`config.mk`:
```
export PLATFORM = sky130hd
export DESIGN_NAME = serializer_config_regs
export DESIGN_NICKNAME = d
export VERILOG_FILES = /design/src/serializer_config_regs_end.sv /design/src/cfg_pkg.sv /design/src/i2c_slave_port.sv /design/src/serializer_config_regs.sv /design/src/video_filter.sv
export VERILOG_INCLUDE_DIRS = /design/src
export SDC_FILE = /design/constraint.sdc
export NUM_CORES = 1
export LEC_CHECK = 0
export ABC_AREA = 1
export BUFFER_PORTS_ARGS = -buffer_cell sky130_fd_sc_hd__buf_2
export CORE_ASPECT_RATIO = 0.7
export CORE_MARGIN = 5
export CORE_UTILIZATION = 55
export CTS_CLUSTER_DIAMETER = 40
export DETAILED_ROUTE_END_ITERATION = 6
export GPL_TIMING_DRIVEN = 1
export PLACE_DENSITY_LB_ADDON = 0.12
export SLEW_MARGIN = 20
export SYNTH_ARGS = -nofsm -noshare
export SYNTH_HDL_FRONTEND = slang
export SYNTH_SLANG_ARGS = --single-unit
export TNS_END_PERCENT = 1
```
`constraint.sdc`:
```
create_clock -name ref_clk -period 2.6 [get_ports ref_clk]
set_input_delay 0.65 -clock ref_clk [delete_from_list [all_inputs] [get_ports ref_clk]]
set_output_delay 0.65 -clock ref_clk [all_outputs]
set_load 0.01 [all_outputs]
```
`src/cfg_map.svh`:
```
/*
  Offsets, bit positions, reset values and masks of the register bank.
  Assumes it is included by its bare name wherever the values are needed.
*/
`ifndef CFG_MAP_SVH
`define CFG_MAP_SVH

`define OFS_SOFT_RST      8'h01
`define OFS_FIRST_CFG     8'h03
`define OFS_SECOND_CFG    8'h04

`define SOFT_RST_RST      8'h00
`define FIRST_CFG_RST     8'hd2
`define SECOND_CFG_RST    8'h80

`define SOFT_RST_WMASK    8'h80
`define FIRST_CFG_WMASK   8'hbb
`define SECOND_CFG_WMASK  8'ha0
`define SECOND_CFG_WMASK2 8'h0c
`define FIRST_CFG_RSVD    8'h44

`define BIT_FULL_RST      1
`define BIT_LOGIC_RST     0
`define BIT_AUTO_PD       7
`define BIT_CRC_EN        7
`define BIT_AUTO_ACK      5
`define BIT_FILTER_EN     4
`define BIT_PASS_THRU     3
`define BIT_OSC_AUTO      1
`define BIT_EDGE_SEL      0
`define BIT_FAILSAFE      7
`define BIT_CRC_CLR       5
`define BIT_COMPAT_SRC    3
`define BIT_COMPAT_REG    2

`define I2C_BYTE_BITS     4'h8
`define BITS_ZERO         4'h0

`endif

```
`src/serializer_config_regs_end.sv`:
```
/*
  Holds no code; the register bank lives in serializer_config_regs.sv.
  Assumes nothing of its surroundings.
*/

```
`src/cfg_pkg.sv`:
```
/*
  Types shared by the register bank and its two leaf modules.
  Assumes nothing of its surroundings.
*/
package cfg_pkg;

  typedef struct packed {
    logic       valid;
    logic [7:0] addr;
    logic [7:0] data;
  } wr_req_t;

  typedef struct packed {
    logic de;
    logic hs;
    logic vs;
  } video_t;

endpackage

```
`src/i2c_slave_port.sv`:
```
/*
  Two-wire control bus slave: address match, register pointer, bursts.
  Assumes open-drain SCL/SDA pins and a read data mux answering rd_addr.
*/
`timescale 1ns/10ps
`include "cfg_map.svh"

module i2c_slave_port (
  input  wire logic       ref_clk,
  input  wire logic       arst_n,
  input  wire logic       clk_en,
  input  wire logic       scl_in,
  input  wire logic       sda_in,
  input  wire logic [6:0] dev_addr,
  input  wire logic [7:0] rd_data,
  output logic [7:0]      rd_addr,
  output logic            sda_oe,
  output cfg_pkg::wr_req_t wr_req
);

  typedef enum logic [2:0] {
    ST_IDLE, ST_ADDR, ST_PTR, ST_WDAT, ST_ACK, ST_RDAT, ST_RACK
  } bus_st_t;

  bus_st_t          st_ff;
  bus_st_t          ack_next_ff;
  logic [1:0]       scl_sy_ff;
  logic [1:0]       sda_sy_ff;
  logic             scl_d_ff;
  logic             sda_d_ff;
  logic [7:0]       shift_ff;
  logic [3:0]       cnt_ff;
  logic [7:0]       ptr_ff;
  logic             drive_ff;
  logic             mack_ff;
  cfg_pkg::wr_req_t wr_ff;
  logic             scl_rise;
  logic             scl_fall;
  logic             start_det;
  logic             stop_det;
  logic             full;

  //////////////////////////////////////////////////////////////////////////
  // Pin synchronisers and bus conditions
  always_ff @(posedge ref_clk or negedge arst_n) begin
    if (!arst_n) begin
      scl_sy_ff <= 2'h3;
      sda_sy_ff <= 2'h3;
      scl_d_ff  <= 1'b1;
      sda_d_ff  <= 1'b1;
    end else if (clk_en) begin
      scl_sy_ff <= {scl_sy_ff[0], scl_in};
      sda_sy_ff <= {sda_sy_ff[0], sda_in};
      scl_d_ff  <= scl_sy_ff[1];
      sda_d_ff  <= sda_sy_ff[1];
    end
  end

  assign scl_rise  = scl_sy_ff[1] & ~scl_d_ff;
  assign scl_fall  = ~scl_sy_ff[1] & scl_d_ff;
  assign start_det = scl_sy_ff[1] & scl_d_ff & sda_d_ff & ~sda_sy_ff[1];
  assign stop_det  = scl_sy_ff[1] & scl_d_ff & ~sda_d_ff & sda_sy_ff[1];
  assign full      = (cnt_ff == `I2C_BYTE_BITS);

  //////////////////////////////////////////////////////////////////////////
  // Transaction sequencer
  always_ff @(posedge ref_clk or negedge arst_n) begin
    if (!arst_n) begin
      st_ff       <= ST_IDLE;
      ack_next_ff <= ST_IDLE;
      shift_ff    <= 8'h00;
      cnt_ff      <= `BITS_ZERO;
      ptr_ff      <= 8'h00;
      drive_ff    <= 1'b0;
      mack_ff     <= 1'b0;
      wr_ff       <= '0;
    end else if (clk_en) begin
      wr_ff.valid <= 1'b0;
      if (start_det) begin
        st_ff    <= ST_ADDR;
        cnt_ff   <= `BITS_ZERO;
        drive_ff <= 1'b0;
      end else if (stop_det) begin
        st_ff    <= ST_IDLE;
        drive_ff <= 1'b0;
      end else if (scl_rise) begin
        unique case (st_ff)
          ST_ADDR, ST_PTR, ST_WDAT: begin
            shift_ff <= {shift_ff[6:0], sda_sy_ff[1]};
            cnt_ff   <= cnt_ff + 4'h1;
          end
          ST_RDAT: begin
            shift_ff <= {shift_ff[6:0], 1'b0};
            cnt_ff   <= cnt_ff + 4'h1;
          end
          ST_RACK: mack_ff <= ~sda_sy_ff[1];
          ST_IDLE, ST_ACK: ;
        endcase
      end else if (scl_fall) begin
        unique case (st_ff)
          ST_ADDR: if (full) begin
            if (shift_ff[7:1] == dev_addr) begin
              drive_ff    <= 1'b1;
              st_ff       <= ST_ACK;
              ack_next_ff <= shift_ff[0] ? ST_RDAT : ST_PTR;
            end else begin
              st_ff <= ST_IDLE;
            end
          end
          ST_PTR: if (full) begin
            ptr_ff      <= shift_ff;
            drive_ff    <= 1'b1;
            st_ff       <= ST_ACK;
            ack_next_ff <= ST_WDAT;
          end
          ST_WDAT: if (full) begin
            wr_ff       <= '{valid: 1'b1, addr: ptr_ff, data: shift_ff};
            ptr_ff      <= ptr_ff + 8'h01;
            drive_ff    <= 1'b1;
            st_ff       <= ST_ACK;
            ack_next_ff <= ST_WDAT;
          end
          ST_ACK: begin
            cnt_ff <= `BITS_ZERO;
            st_ff  <= ack_next_ff;
            if (ack_next_ff == ST_RDAT) begin
              shift_ff <= rd_data;
              drive_ff <= ~rd_data[7];
            end else begin
              drive_ff <= 1'b0;
            end
          end
          ST_RDAT: if (full) begin
            drive_ff <= 1'b0;
            ptr_ff   <= ptr_ff + 8'h01;
            st_ff    <= ST_RACK;
          end else begin
            drive_ff <= ~shift_ff[7];
          end
          ST_RACK: if (mack_ff) begin
            cnt_ff   <= `BITS_ZERO;
            shift_ff <= rd_data;
            drive_ff <= ~rd_data[7];
            st_ff    <= ST_RDAT;
          end else begin
            st_ff <= ST_IDLE;
          end
          ST_IDLE: ;
        endcase
      end
    end
  end

  assign rd_addr = ptr_ff;
  assign sda_oe  = drive_ff;
  assign wr_req  = wr_ff;

  //////////////////////////////////////////////////////////////////////////
  // Checks
  chk_stop_ends_txn: assert property (
    @(posedge ref_clk) disable iff (!arst_n)
    clk_en && stop_det && !start_det |=> st_ff == ST_IDLE && !drive_ff)
    else $error("stop did not end the transaction");

  chk_start_opens: assert property (
    @(posedge ref_clk) disable iff (!arst_n)
    clk_en && start_det |=> st_ff == ST_ADDR && cnt_ff == `BITS_ZERO)
    else $error("start did not open an address phase");

  cov_write_byte: cover property (
    @(posedge ref_clk) disable iff (!arst_n) wr_ff.valid);

endmodule

```
`src/serializer_config_regs.sv`:
```
/*
  Reset and configuration register bank of a video serializer, reached
  over the two-wire control bus.
  Assumes the serializer datapath consumes the control outputs and that
  pix_tick, remote_target_hit and pass_all_en come from ref_clk logic.
*/
`timescale 1ns/10ps
`include "cfg_map.svh"

// What this block does
// - Reset bit 1 resets all logic and registers, then clears itself
// - Reset bit 0 resets logic but keeps registers, then clears itself
// - First config bit 7 enables back-channel CRC checker; resets to 0xd2
// - First config bit 5 acks remote writes at once; pass-all widens it
// - First config bit 4 rejects sync and enable pulses under two clocks
// - First config bit 1 switches to internal oscillator without pixel clock
// - First config bit 0 picks rising (1) or falling (0) sampling edge
// - Second config bit 5 holds CRC error counters cleared until written 0
// - Second config bit 3 picks register bit 2 or mode pin for compat
// - Under register control, bit 2 high enables legacy compatibility
// - Host reaches registers as two-wire bus slave, start to stop
module serializer_config_regs (
  input  wire logic            ref_clk,
  input  wire logic            arst_n,
  input  wire logic            clk_en,
  input  wire logic            scl_in,
  input  wire logic            sda_in,
  output logic                 sda_out,
  output logic                 sda_oe,
  input  wire logic [6:0]      dev_addr,
  input  wire logic            mode_sel_pin,
  input  wire logic            pclk_present,
  input  wire logic            pix_tick,
  input  wire cfg_pkg::video_t video_in,
  input  wire logic            remote_target_hit,
  input  wire logic            pass_all_en,
  output cfg_pkg::video_t      video_out,
  output logic                 crc_check_en,
  output logic                 remote_auto_ack,
  output logic                 pass_through_en,
  output logic                 remote_auto_pd,
  output logic                 osc_select,
  output logic                 pixel_edge_select,
  output logic                 failsafe_low,
  output logic                 crc_clear,
  output logic                 legacy_compat_mode,
  output logic                 logic_reset
);

  logic [7:0]       soft_rst_ff;
  logic [7:0]       first_cfg_ff;
  logic [7:0]       second_cfg_ff;
  logic [1:0]       rst_bits_ff;
  logic             logic_reset_ff;
  logic             osc_select_ff;
  logic             auto_ack_ff;
  logic             compat_ff;
  logic             sda_out_ff;
  logic [1:0]       mode_sy_ff;
  logic [1:0]       pclk_sy_ff;
  logic [7:0]       rd_addr;
  logic [7:0]       rd_data;
  logic             drive_low;
  cfg_pkg::wr_req_t wr_req;
  logic             wr_soft;
  logic             wr_first;
  logic             wr_second;

  //////////////////////////////////////////////////////////////////////////
  // Helpers
  function automatic logic [7:0] merge(input logic [7:0] old,
                                       input logic [7:0] data,
                                       input logic [7:0] mask);
    merge = (old & ~mask) | (data & mask);
  endfunction

  function automatic logic hit(input cfg_pkg::wr_req_t req,
                               input logic [7:0]       ofs);
    hit = req.valid && (req.addr == ofs);
  endfunction

  //////////////////////////////////////////////////////////////////////////
  // Control bus slave
  i2c_slave_port u_bus (
    .ref_clk  (ref_clk),
    .arst_n   (arst_n),
    .clk_en   (clk_en),
    .scl_in   (scl_in),
    .sda_in   (sda_in),
    .dev_addr (dev_addr),
    .rd_data  (rd_data),
    .rd_addr  (rd_addr),
    .sda_oe   (drive_low),
    .wr_req   (wr_req)
  );

  assign wr_soft   = hit(wr_req, `OFS_SOFT_RST);
  assign wr_first  = hit(wr_req, `OFS_FIRST_CFG);
  assign wr_second = hit(wr_req, `OFS_SECOND_CFG);

  //////////////////////////////////////////////////////////////////////////
  // Pin synchronisers
  always_ff @(posedge ref_clk or negedge arst_n) begin
    if (!arst_n) begin
      mode_sy_ff <= 2'h0;
      pclk_sy_ff <= 2'h3;
    end else if (clk_en) begin
      mode_sy_ff <= {mode_sy_ff[0], mode_sel_pin};
      pclk_sy_ff <= {pclk_sy_ff[0], pclk_present};
    end
  end

  //////////////////////////////////////////////////////////////////////////
  // Self-clearing soft reset bits
  always_ff @(posedge ref_clk or negedge arst_n) begin
    if (!arst_n) begin
      rst_bits_ff    <= 2'h0;
      logic_reset_ff <= 1'b0;
    end else if (clk_en) begin
      rst_bits_ff <= 2'h0;
      if (wr_soft) begin
        rst_bits_ff[1] <= wr_req.data[`BIT_FULL_RST];
        rst_bits_ff[0] <= wr_req.data[`BIT_LOGIC_RST];
      end
      logic_reset_ff <= |rst_bits_ff;
    end
  end

  //////////////////////////////////////////////////////////////////////////
  // Register storage; logic-only reset leaves it alone
  always_ff @(posedge ref_clk or negedge arst_n) begin
    if (!arst_n) begin
      soft_rst_ff   <= `SOFT_RST_RST;
      first_cfg_ff  <= `FIRST_CFG_RST;
      second_cfg_ff <= `SECOND_CFG_RST;
    end else if (clk_en) begin
      if (rst_bits_ff[1]) begin
        soft_rst_ff   <= `SOFT_RST_RST;
        first_cfg_ff  <= `FIRST_CFG_RST;
        second_cfg_ff <= `SECOND_CFG_RST;
      end else begin
        if (wr_soft) begin
          soft_rst_ff <= merge(soft_rst_ff, wr_req.data, `SOFT_RST_WMASK);
        end
        if (wr_first) begin
          first_cfg_ff <= merge(first_cfg_ff, wr_req.data,
                                `FIRST_CFG_WMASK);
        end
        if (wr_second) begin
          second_cfg_ff <= merge(second_cfg_ff, wr_req.data,
                                 `SECOND_CFG_WMASK | `SECOND_CFG_WMASK2);
        end
      end
    end
  end

  //////////////////////////////////////////////////////////////////////////
  // Read mux; unmapped offsets read zero
  always_comb begin
    unique case (rd_addr)
      `OFS_SOFT_RST:   rd_data = {soft_rst_ff[7:2], rst_bits_ff};
      `OFS_FIRST_CFG:  rd_data = first_cfg_ff;
      `OFS_SECOND_CFG: rd_data = second_cfg_ff;
      default:         rd_data = 8'h00;
    endcase
  end

  //////////////////////////////////////////////////////////////////////////
  // Oscillator fallback
  always_ff @(posedge ref_clk or negedge arst_n) begin
    if (!arst_n) begin
      osc_select_ff <= 1'b0;
    end else if (clk_en) begin
      if (logic_reset_ff) begin
        osc_select_ff <= 1'b0;
      end else begin
        osc_select_ff <= first_cfg_ff[`BIT_OSC_AUTO] & ~pclk_sy_ff[1];
      end
    end
  end

  //////////////////////////////////////////////////////////////////////////
  // Remote write early acknowledge
  always_ff @(posedge ref_clk or negedge arst_n) begin
    if (!arst_n) begin
      auto_ack_ff <= 1'b0;
    end else if (clk_en) begin
      auto_ack_ff <= first_cfg_ff[`BIT_AUTO_ACK] &
                     (remote_target_hit | pass_all_en);
    end
  end

  //////////////////////////////////////////////////////////////////////////
  // Legacy compatibility source
  always_ff @(posedge ref_clk or negedge arst_n) begin
    if (!arst_n) begin
      compat_ff <= 1'b0;
    end else if (clk_en) begin
      if (second_cfg_ff[`BIT_COMPAT_SRC]) begin
        compat_ff <= second_cfg_ff[`BIT_COMPAT_REG];
      end else begin
        compat_ff <= mode_sy_ff[1];
      end
    end
  end

  //////////////////////////////////////////////////////////////////////////
  // Sync and enable glitch filter
  video_filter u_filter (
    .ref_clk  (ref_clk),
    .arst_n   (arst_n),
    .clk_en   (clk_en),
    .sync_rst (logic_reset_ff),
    .pix_tick (pix_tick),
    .en       (first_cfg_ff[`BIT_FILTER_EN]),
    .raw      (video_in),
    .out      (video_out)
  );

  //////////////////////////////////////////////////////////////////////////
  // Outputs
  always_ff @(posedge ref_clk or negedge arst_n) begin
    if (!arst_n) begin
      sda_out_ff <= 1'b0;
    end else if (clk_en) begin
      sda_out_ff <= 1'b0;
    end
  end

  assign sda_out            = sda_out_ff;
  assign sda_oe             = drive_low;
  assign crc_check_en       = first_cfg_ff[`BIT_CRC_EN];
  assign remote_auto_ack    = auto_ack_ff;
  assign pass_through_en    = first_cfg_ff[`BIT_PASS_THRU];
  assign remote_auto_pd     = soft_rst_ff[`BIT_AUTO_PD];
  assign osc_select         = osc_select_ff;
  assign pixel_edge_select  = first_cfg_ff[`BIT_EDGE_SEL];
  assign failsafe_low       = second_cfg_ff[`BIT_FAILSAFE];
  assign crc_clear          = second_cfg_ff[`BIT_CRC_CLR];
  assign legacy_compat_mode = compat_ff;
  assign logic_reset        = logic_reset_ff;

  //////////////////////////////////////////////////////////////////////////
  // Checks
  chk_full_reset_regs: assert property (
    @(posedge ref_clk) disable iff (!arst_n)
    clk_en && wr_soft && wr_req.data[`BIT_FULL_RST] ##1 clk_en
    |=> first_cfg_ff == `FIRST_CFG_RST && second_cfg_ff == `SECOND_CFG_RST
        && logic_reset_ff && !rst_bits_ff[1])
    else $error("full soft reset did not restore registers");

  chk_logic_reset_keep: assert property (
    @(posedge ref_clk) disable iff (!arst_n)
    clk_en && rst_bits_ff == 2'h1
    |=> logic_reset_ff && $stable(first_cfg_ff) && $stable(second_cfg_ff))
    else $error("logic-only reset disturbed the registers");

  chk_crc_enable: assert property (
    @(posedge ref_clk) disable iff (!arst_n)
    clk_en && wr_first && !rst_bits_ff[1]
    |=> crc_check_en == $past(wr_req.data[`BIT_CRC_EN]))
    else $error("CRC checker enable did not follow the write");

  chk_auto_ack_gate: assert property (
    @(posedge ref_clk) disable iff (!arst_n)
    clk_en && !first_cfg_ff[`BIT_AUTO_ACK] |=> !remote_auto_ack)
    else $error("early acknowledge while disabled");

  chk_osc_fallback: assert property (
    @(posedge ref_clk) disable iff (!arst_n)
    clk_en && first_cfg_ff[`BIT_OSC_AUTO] && !pclk_sy_ff[1] && !logic_reset_ff
    |=> osc_select)
    else $error("no oscillator fallback without pixel clock");

  chk_edge_select: assert property (
    @(posedge ref_clk) disable iff (!arst_n)
    clk_en && wr_first && !rst_bits_ff[1]
    |=> pixel_edge_select == $past(wr_req.data[`BIT_EDGE_SEL]))
    else $error("edge select did not follow the write");

  chk_failsafe_level: assert property (
    @(posedge ref_clk) disable iff (!arst_n)
    clk_en && wr_second && !rst_bits_ff[1]
    |=> failsafe_low == $past(wr_req.data[`BIT_FAILSAFE]))
    else $error("failsafe level did not follow the write");

  chk_crc_clear_hold: assert property (
    @(posedge ref_clk) disable iff (!arst_n)
    crc_clear && !wr_second && !rst_bits_ff[1] |=> crc_clear)
    else $error("CRC clear bit dropped by itself");

  chk_compat_source: assert property (
    @(posedge ref_clk) disable iff (!arst_n)
    clk_en ##1 clk_en
    |-> legacy_compat_mode == ($past(second_cfg_ff[`BIT_COMPAT_SRC]) ?
        $past(second_cfg_ff[`BIT_COMPAT_REG]) : $past(mode_sy_ff[1])))
    else $error("compat mode taken from the wrong source");

  cov_full_reset: cover property (
    @(posedge ref_clk) disable iff (!arst_n) rst_bits_ff[1]);

  cov_osc_switch: cover property (
    @(posedge ref_clk) disable iff (!arst_n) $rose(osc_select));

endmodule

```
`src/video_filter.sv`:
```
/*
  Synchronises the video control pins and rejects short pulses on them.
  Assumes pix_tick marks one pixel clock period in the ref_clk domain.
*/
`timescale 1ns/10ps
`include "cfg_map.svh"

module video_filter (
  input  wire logic            ref_clk,
  input  wire logic            arst_n,
  input  wire logic            clk_en,
  input  wire logic            sync_rst,
  input  wire logic            pix_tick,
  input  wire logic            en,
  input  wire cfg_pkg::video_t raw,
  output cfg_pkg::video_t      out
);

  cfg_pkg::video_t s1_ff;
  cfg_pkg::video_t s2_ff;
  cfg_pkg::video_t prev_ff;
  cfg_pkg::video_t out_ff;

  //////////////////////////////////////////////////////////////////////////
  // Two stage pin synchroniser
  always_ff @(posedge ref_clk or negedge arst_n) begin
    if (!arst_n) begin
      s1_ff <= '0;
      s2_ff <= '0;
    end else if (clk_en) begin
      s1_ff <= raw;
      s2_ff <= s1_ff;
    end
  end

  //////////////////////////////////////////////////////////////////////////
  // Level passes after two equal pixel samples when enabled, at once when disabled
  always_ff @(posedge ref_clk or negedge arst_n) begin
    if (!arst_n) begin
      prev_ff <= '0;
      out_ff  <= '0;
    end else if (clk_en) begin
      if (sync_rst) begin
        prev_ff <= '0;
        out_ff  <= '0;
      end else if (!en) begin
        prev_ff <= s2_ff;
        out_ff  <= s2_ff;
      end else if (pix_tick) begin
        prev_ff <= s2_ff;
        if (s2_ff == prev_ff) begin
          out_ff <= s2_ff;
        end
      end
    end
  end

  assign out = out_ff;

  //////////////////////////////////////////////////////////////////////////
  // Checks
  chk_filter_short_pulse: assert property (
    @(posedge ref_clk) disable iff (!arst_n)
    clk_en && en && pix_tick && !sync_rst && (s2_ff != prev_ff)
    |=> out_ff == $past(out_ff))
    else $error("filter let a short pulse through");

  cov_filter_pass: cover property (
    @(posedge ref_clk) disable iff (!arst_n)
    clk_en && en && pix_tick && (out_ff != s2_ff) && (s2_ff == prev_ff));

endmodule
```
**After elaboration in Yosys (flattened, before gate mapping)**

Index checks and enable logic that the tools add are counted.

- Bits in registers: 97
- Input bits: 20
- Output and inout bits: 15
- Word-level logic and storage cells: 193

- Add/subtract/negate cells: 2
- Equal/unequal tests: 35
- Mux-type cells: 65
- Bitwise gates (word level): 23
- Reductions and logical operators: 32

Operators with widths:

| operator | count |
|---|---|
| $mux 17 | 6 |
| $mux 8 | 12 |
| $mux 3 | 20 |
| $pmux 8 s2 | 3 |
| $mux 4 | 6 |
| $ne 4x1->1 const B | 6 |
| $or 7x8->8 | 3 |
| $pmux 8 s3 | 1 |
| $reduce_and 8->1 | 3 |
| $eq 8x1->1 const B | 2 |
| $eq 8x2->1 const B | 2 |
| $eq 8x3->1 const B | 2 |
| $pmux 3 s5 | 1 |
| $reduce_and 7->1 | 2 |
| $eq 3x3->1 const B | 4 |
| $mux 1 | 12 |
| $ne 2x1->1 const B | 6 |
| $reduce_bool 2->1 | 6 |
| $not 1->1 | 10 |
| $and 1x1->1 | 9 |
| $ne 3x1->1 const B | 3 |
| $ne 3x3->1 const B | 3 |
| $reduce_and 9->1 | 1 |
| $reduce_bool 3->1 | 3 |
| other kinds (23) | 31 |

**Logic depth before layout (Yosys ltp)**

- Depth after elaboration: 9
- Gate-level depth with buffers: 11
- Gate-level depth less buffers: 11

**Cells and area by module**

From an unflattened synthesis, not the netlist that was laid out.

- Cell total of the unflattened synthesis: 602
- Area, all modules: 4575.6 sq um

Modules (own cells, without submodules):

| module | instances | cells an instance | area each (sq um) | seq. area each (sq um) |
|---|---|---|---|---|
| i2c_slave_port | 1 | 369 | 2834.0 | 1283.7 |
| serializer_config_regs | 1 | 166 | 1192.4 | 559.3 |
| video_filter | 1 | 67 | 549.3 | 300.3 |

**Worst setup path before layout**

Ideal clock, no wire load.

- Kind: reg-to-reg
- Start point: register u_bus.scl_sy_ff[1]
- End point: register u_bus.st_ff[0]
- Setup time: 125 ps
- Arrival: 1498 ps
- Data required time: 2475 ps
- Setup slack: 977 ps
- Stages on the path, launching flop included: 11
- Period minus slack after synthesis: 1623 ps
- Cells stage by stage: dfstp_2 -> ha_1 -> nand3_4 -> nand2_1 -> inv_2 -> nand2_1 -> nand2_2 -> nor2_4 -> o21ai_2 -> nand2_1 -> o21ai_1

- Longest elaborated chain between the ends: 5

Ends and longest elaborated chain:

| item | RTL line | RTL |
|---|---|---|
| from (decl) | i2c_slave_port.sv:27 | `logic [1:0] scl_sy_ff;` |
| from (signal assigned) | i2c_slave_port.sv:52 | `scl_sy_ff <= {scl_sy_ff[0], scl_in};` |
| $and 1x1->1 | i2c_slave_port.sv:61, i2c_slave_port.sv:62 |  |
| $and 1x1->1, on equally long branches (2 in series) | i2c_slave_port.sv:62, i2c_slave_port.sv:61 |  |
| $ne 4x1->1 (no source line), or another cell as far along | -- |  |
| $reduce_and 7->1 (no source line) / $mux 3 (equally long branches) | -- |  |
| to (signal assigned) | i2c_slave_port.sv:125 | `st_ff <= ack_next_ff;` |
| to (decl) | i2c_slave_port.sv:25 | `bus_st_t st_ff;` |

Several ways; a longest one is shown, not always the timed one.
A chain may end at the register's enable or synchronous reset.

**Worst setup path after layout**

- Start point: register u_bus.scl_d_ff
- End point: register u_bus.ptr_ff[2] (netlist: u_bus.rd_addr[2])

- Longest elaborated chain between the ends: 5

Ends and longest elaborated chain:

| item | RTL line | RTL |
|---|---|---|
| from (decl) | i2c_slave_port.sv:29 | `logic scl_d_ff;` |
| from (signal assigned) | i2c_slave_port.sv:54 | `scl_d_ff <= scl_sy_ff[1];` |
| $and 1x1->1 | i2c_slave_port.sv:61, i2c_slave_port.sv:62 |  |
| $and 1x1->1, on equally long branches (2 in series) | i2c_slave_port.sv:61, i2c_slave_port.sv:62 |  |
| $not 1->1 (no source line) | -- |  |
| $reduce_and 8->1 (no source line) (*) | -- |  |
| to (signal assigned) | i2c_slave_port.sv:111 | `ptr_ff <= shift_ff;` |
| to (signal assigned) | i2c_slave_port.sv:118 | `ptr_ff <= ptr_ff + 8'h01;` |
| to (signal assigned) | i2c_slave_port.sv:135 | `ptr_ff <= ptr_ff + 8'h01;` |
| to (decl) | i2c_slave_port.sv:33 | `logic [7:0] ptr_ff;` |

Mark *: on every way between the ends. The rest lies on a longest branch, timed or not.

==> metrics.md <==
| Metric | Value |
|---|---|
| CTS H-Tree Depth | `3` |
| Initial antenna violation count | `0` |
| Place WS | `0.5118 ns` |
| Setup CP Type | `reg -> reg` |
| Clock sinks | `84` |
| Post-CTS Hold Fix Bufs | `0` |
| Post-route cell area | `0.004940 mm^2` |
| Grt ovf | `0` |
| Post-Place Cell Area | `0.004659 mm^2` |
| FF-to-FF setup slack | `0.56 ns` |
| Min-Delay Path Class | `in -> async` |
| Synth async-reset ratio | `100.0%` |
| Register clock-pin slew on the reported worst setup and hold paths | `0.06 ns` |
| Yosys cell types | `42` |
| # nets final | `612` |
| I/O pin total | `35` |
| Worst skew pair latency | `0.34 ns` |
| Synth Area in XOR/XNOR | `1.392%` |
| Final WL | `9947 um` |
| Worst R2R Path Depth | `8` |
| CP max stage delay | `0.55 ns` |
| Vias | `3648` |
| Layout cells sized above 1 | `18.20%` |
| Filler cells | `690` |
| Final ANT Viol Nets | `0` |
| Total CTS buffers | `9` |
| Synth warn | `0` |
| Post-synthesis cell count | `547` |
| Worst reg2reg endpoint | `u_bus.rd_addr[2]$_DFFE_PN0P_` |
| Post CTS Setup Buffer Count | `0` |
| Outcome | `finished, final reports clean` |
| Crit path cell chain | `inv_1, ha_1, inv_2, nand3_2, nor2_4, o211ai_1, o21ai_0, inv_1` |
| # Max-Cap Violations | `0` |
| Max Slew Vio Count | `0` |
| Final hold viol count | `0` |
| Detailed-router iteration count before antenna repair | `7` |
| Area growth syn-to-layout | `12.19%` |
| CP top delay family | `flip-flops` |
| Pwr Density | `648.0 mW/mm^2` |
| Die area | `0.009924 mm^2` |
| Die Y | `84.86 um` |
| Core area | `0.007838 mm^2` |
| Min Tclk post-route | `2.035 ns` |
| Wirelength per Cell | `14.44 um` |
| Max IR drop VDD | `0.0004711 V` |
| Synth Area in Compound Gates | `14.18%` |
| DRC violations left | `0` |
| Most used cell, CP | `inv_1` |
| WP data required | `2.83 ns` |
| Largest family of logic cells by synthesized area | `simple AND/OR/NAND/NOR gates` |
| Fmax achieved | `0.4914 GHz` |
| Top flip-flop cell by instance count after synthesis | `dfrtp_1` |
| PostCTS Resize Cnt | `0` |
| WP buf/inv | `3` |
| Mapped Nets | `576` |
| Antenna fix cells | `0` |
| Startpoint types | `flop` |
| RSZ-0062 raised after global routing | `false` |
| Setup_tns | `0 ns` |
| Initial Util | `56.18%` |
| Post-Synth Simple-Gate Area | `24.69%` |
| Vias in the first global route | `3584` |
| Worst Path Max Fanout | `17` |
| Root Buffer | `clkbuf_16` |
| Final worst path period share | `78.28%` |
| Clock skew | `0.006172 ns` |
| DRT iter0 DRCs | `332` |
| Seq/Total Area, Yosys | `48.11%` |
| Post-synthesis mux area share | `0.4547%` |
| Largest net degree at the start of global routing | `37` |
| Vias per inst | `5.295` |
| Setup violators final | `0` |
| Crit end category | `flop` |
| CTS tree | `built` |
| Seq cells post-synth | `84` |
| Adder-cell area share of the yosys netlist | `2.558%` |
| I/O Buffers | `33` |
| Gp weighted congestion | `0.9703` |
| Setup ws final | `0.5648 ns` |
| Row count | `27` |
| P_leak | `2.401 nW` |
| Data arrival time of the critical path | `2.26 ns` |
| Global-route wire length before repair | `17130 um` |
| CTS max path bufs | `2` |
| Die W | `116.9 um` |
| R2R Path Start | `u_bus.scl_d_ff$_DFFE_PN1P_` |
| Worst path slowest cell | `dfstp_2` |
| Final HPWL DP | `7436 um` |
| Syn_area_per_cell | `8.049 um^2` |
| Tot GR Track Use | `22.01%` |
| Post-Syn Area | `0.004403 mm^2` |
| Post-synth EDFFs | `0` |
-- registers in the layout (all words and copies together) (netlist names), 4 cells and up --
register        flops
first_cfg_ff        7
second_cfg_ff       4
u_bus.cnt_ff        4
u_bus.rd_addr       8
u_bus.shift_ff      8
u_bus.wr_req       16
-- layout by cell type (no fill, tap or decap), types with 3 or more instances in the layout --
cell type | synthesis | layout
a21oi_1 | 11 | 11
buf_2 | 0 | 32
buf_4 | 3 | 4
clkbuf_16 | 0 | 9
dfrtp_1 | 71 | 71
dfstp_2 | 13 | 13
ha_1 | 9 | 9
inv_1 | 64 | 64
inv_2 | 13 | 13
nand2_1 | 155 | 155
nand2_2 | 7 | 7
nand3_1 | 25 | 25
nand3_2 | 4 | 4
nand4_1 | 7 | 7
nor2_1 | 33 | 33
nor3_1 | 3 | 3
o211ai_1 | 5 | 5
o21ai_0 | 53 | 53
o21ai_1 | 19 | 19
o21ai_2 | 7 | 7
o22ai_1 | 5 | 5
o31ai_1 | 4 | 4
xnor2_1 | 5 | 5
-- cell families after synthesis --
logic type	count (synthesis)
other	1
buffers and inverters	90
and+or+nand+nor	244
adders and majority gates	9
DFF	84
muxes	2
xor gates and xnor gates	7
AOI/OAI and AO/OA	110
-- synthesized netlist by cell type, types with 7 or more instances --
cell type / number / share of area (%)
inv_1: 64 / 5.5
ha_1: 9 / 2.6
o21ai_0: 53 / 6.0
nand2_1: 155 / 13
dfrtp_1: 71 / 40
nor2_1: 33 / 2.8
inv_2: 13 / 1.1
nand4_1: 7 / 0.99
dfstp_2: 13 / 7.8
o21ai_2: 7 / 1.4
nand2_2: 7 / 0.99
nand3_1: 25 / 2.8
a21oi_1: 11 / 1.3
o21ai_1: 19 / 2.2
-- stage by stage --
stage	util, %	power (mW)	hold WS (ns)	std cells
finish	63.03	3.201	0.2646	689
global route	63.03	3.385	0.2993	689
CTS	63.03	3.228	0.2817	689
detailed placement	59.45	2.039	0.4597	673
global placement	59.45	2.029	0.4555	673
floorplan	-	1.851	0.3544	547
-- worst max-delay path by stage --
stage                     cells past startpoint                            to                           start  slack (ns)
after floorplan                              10    u_bus.st_ff[0]$_DFFE_PN0P_  u_bus.scl_sy_ff[1]$_DFFE_PN1P_        0.98
after global placement                        6  second_cfg_ff[3]$_DFFE_PN0P_                          clk_en        0.57
after detailed placement                      6  second_cfg_ff[3]$_DFFE_PN0P_                          clk_en        0.51
after CTS                                     8  u_bus.rd_addr[2]$_DFFE_PN0P_      u_bus.scl_d_ff$_DFFE_PN1P_        0.58
after global routing                          8  u_bus.rd_addr[2]$_DFFE_PN0P_      u_bus.scl_d_ff$_DFFE_PN1P_        0.40
final                                         8  u_bus.rd_addr[2]$_DFFE_PN0P_      u_bus.scl_d_ff$_DFFE_PN1P_        0.56
-- worst register-to-register path, delay by kind of cell (launching register included) --
kind	cells	cell delay [ns]
adders and majority gates	1	0.28
buffers and inverters	3	0.38
and+or+nand+nor	2	0.47
AOI/OAI and AO/OA	2	0.25
DFF	1	0.55
-- power by group --
part	switching, mW	leakage, nW	total [mW]	internal (mW)
Clock	0.510	0.132	1.18	0.674
Combinational	0.313	1.21	0.478	0.165
Sequential	0.0953	1.05	1.54	1.44
Total	0.919	2.40	3.20	2.28
-- cell type report --
type	count	area, um^2	area share (%)
Inverter	78	295.3	5.978
Tap cell	101	126.4	2.558
Multi-Input combinational cell	373	1909	38.65
Clock buffer	11	242.7	4.914
Clock inverter	5	37.54	0.7599
Sequential cell	84	2118	42.88
Timing Repair Buffer	37	210.2	4.255
-- routing by layer --
layer,track usage [%],up-vias,part of all wire (%)
met5,0,-,0
met4,6.979,0,1.8
met3,5.560,20,5.3
met2,32.01,85,44
met1,32.27,1711,49
li1,-,1832,-
(Power assumes the default switching activity.)
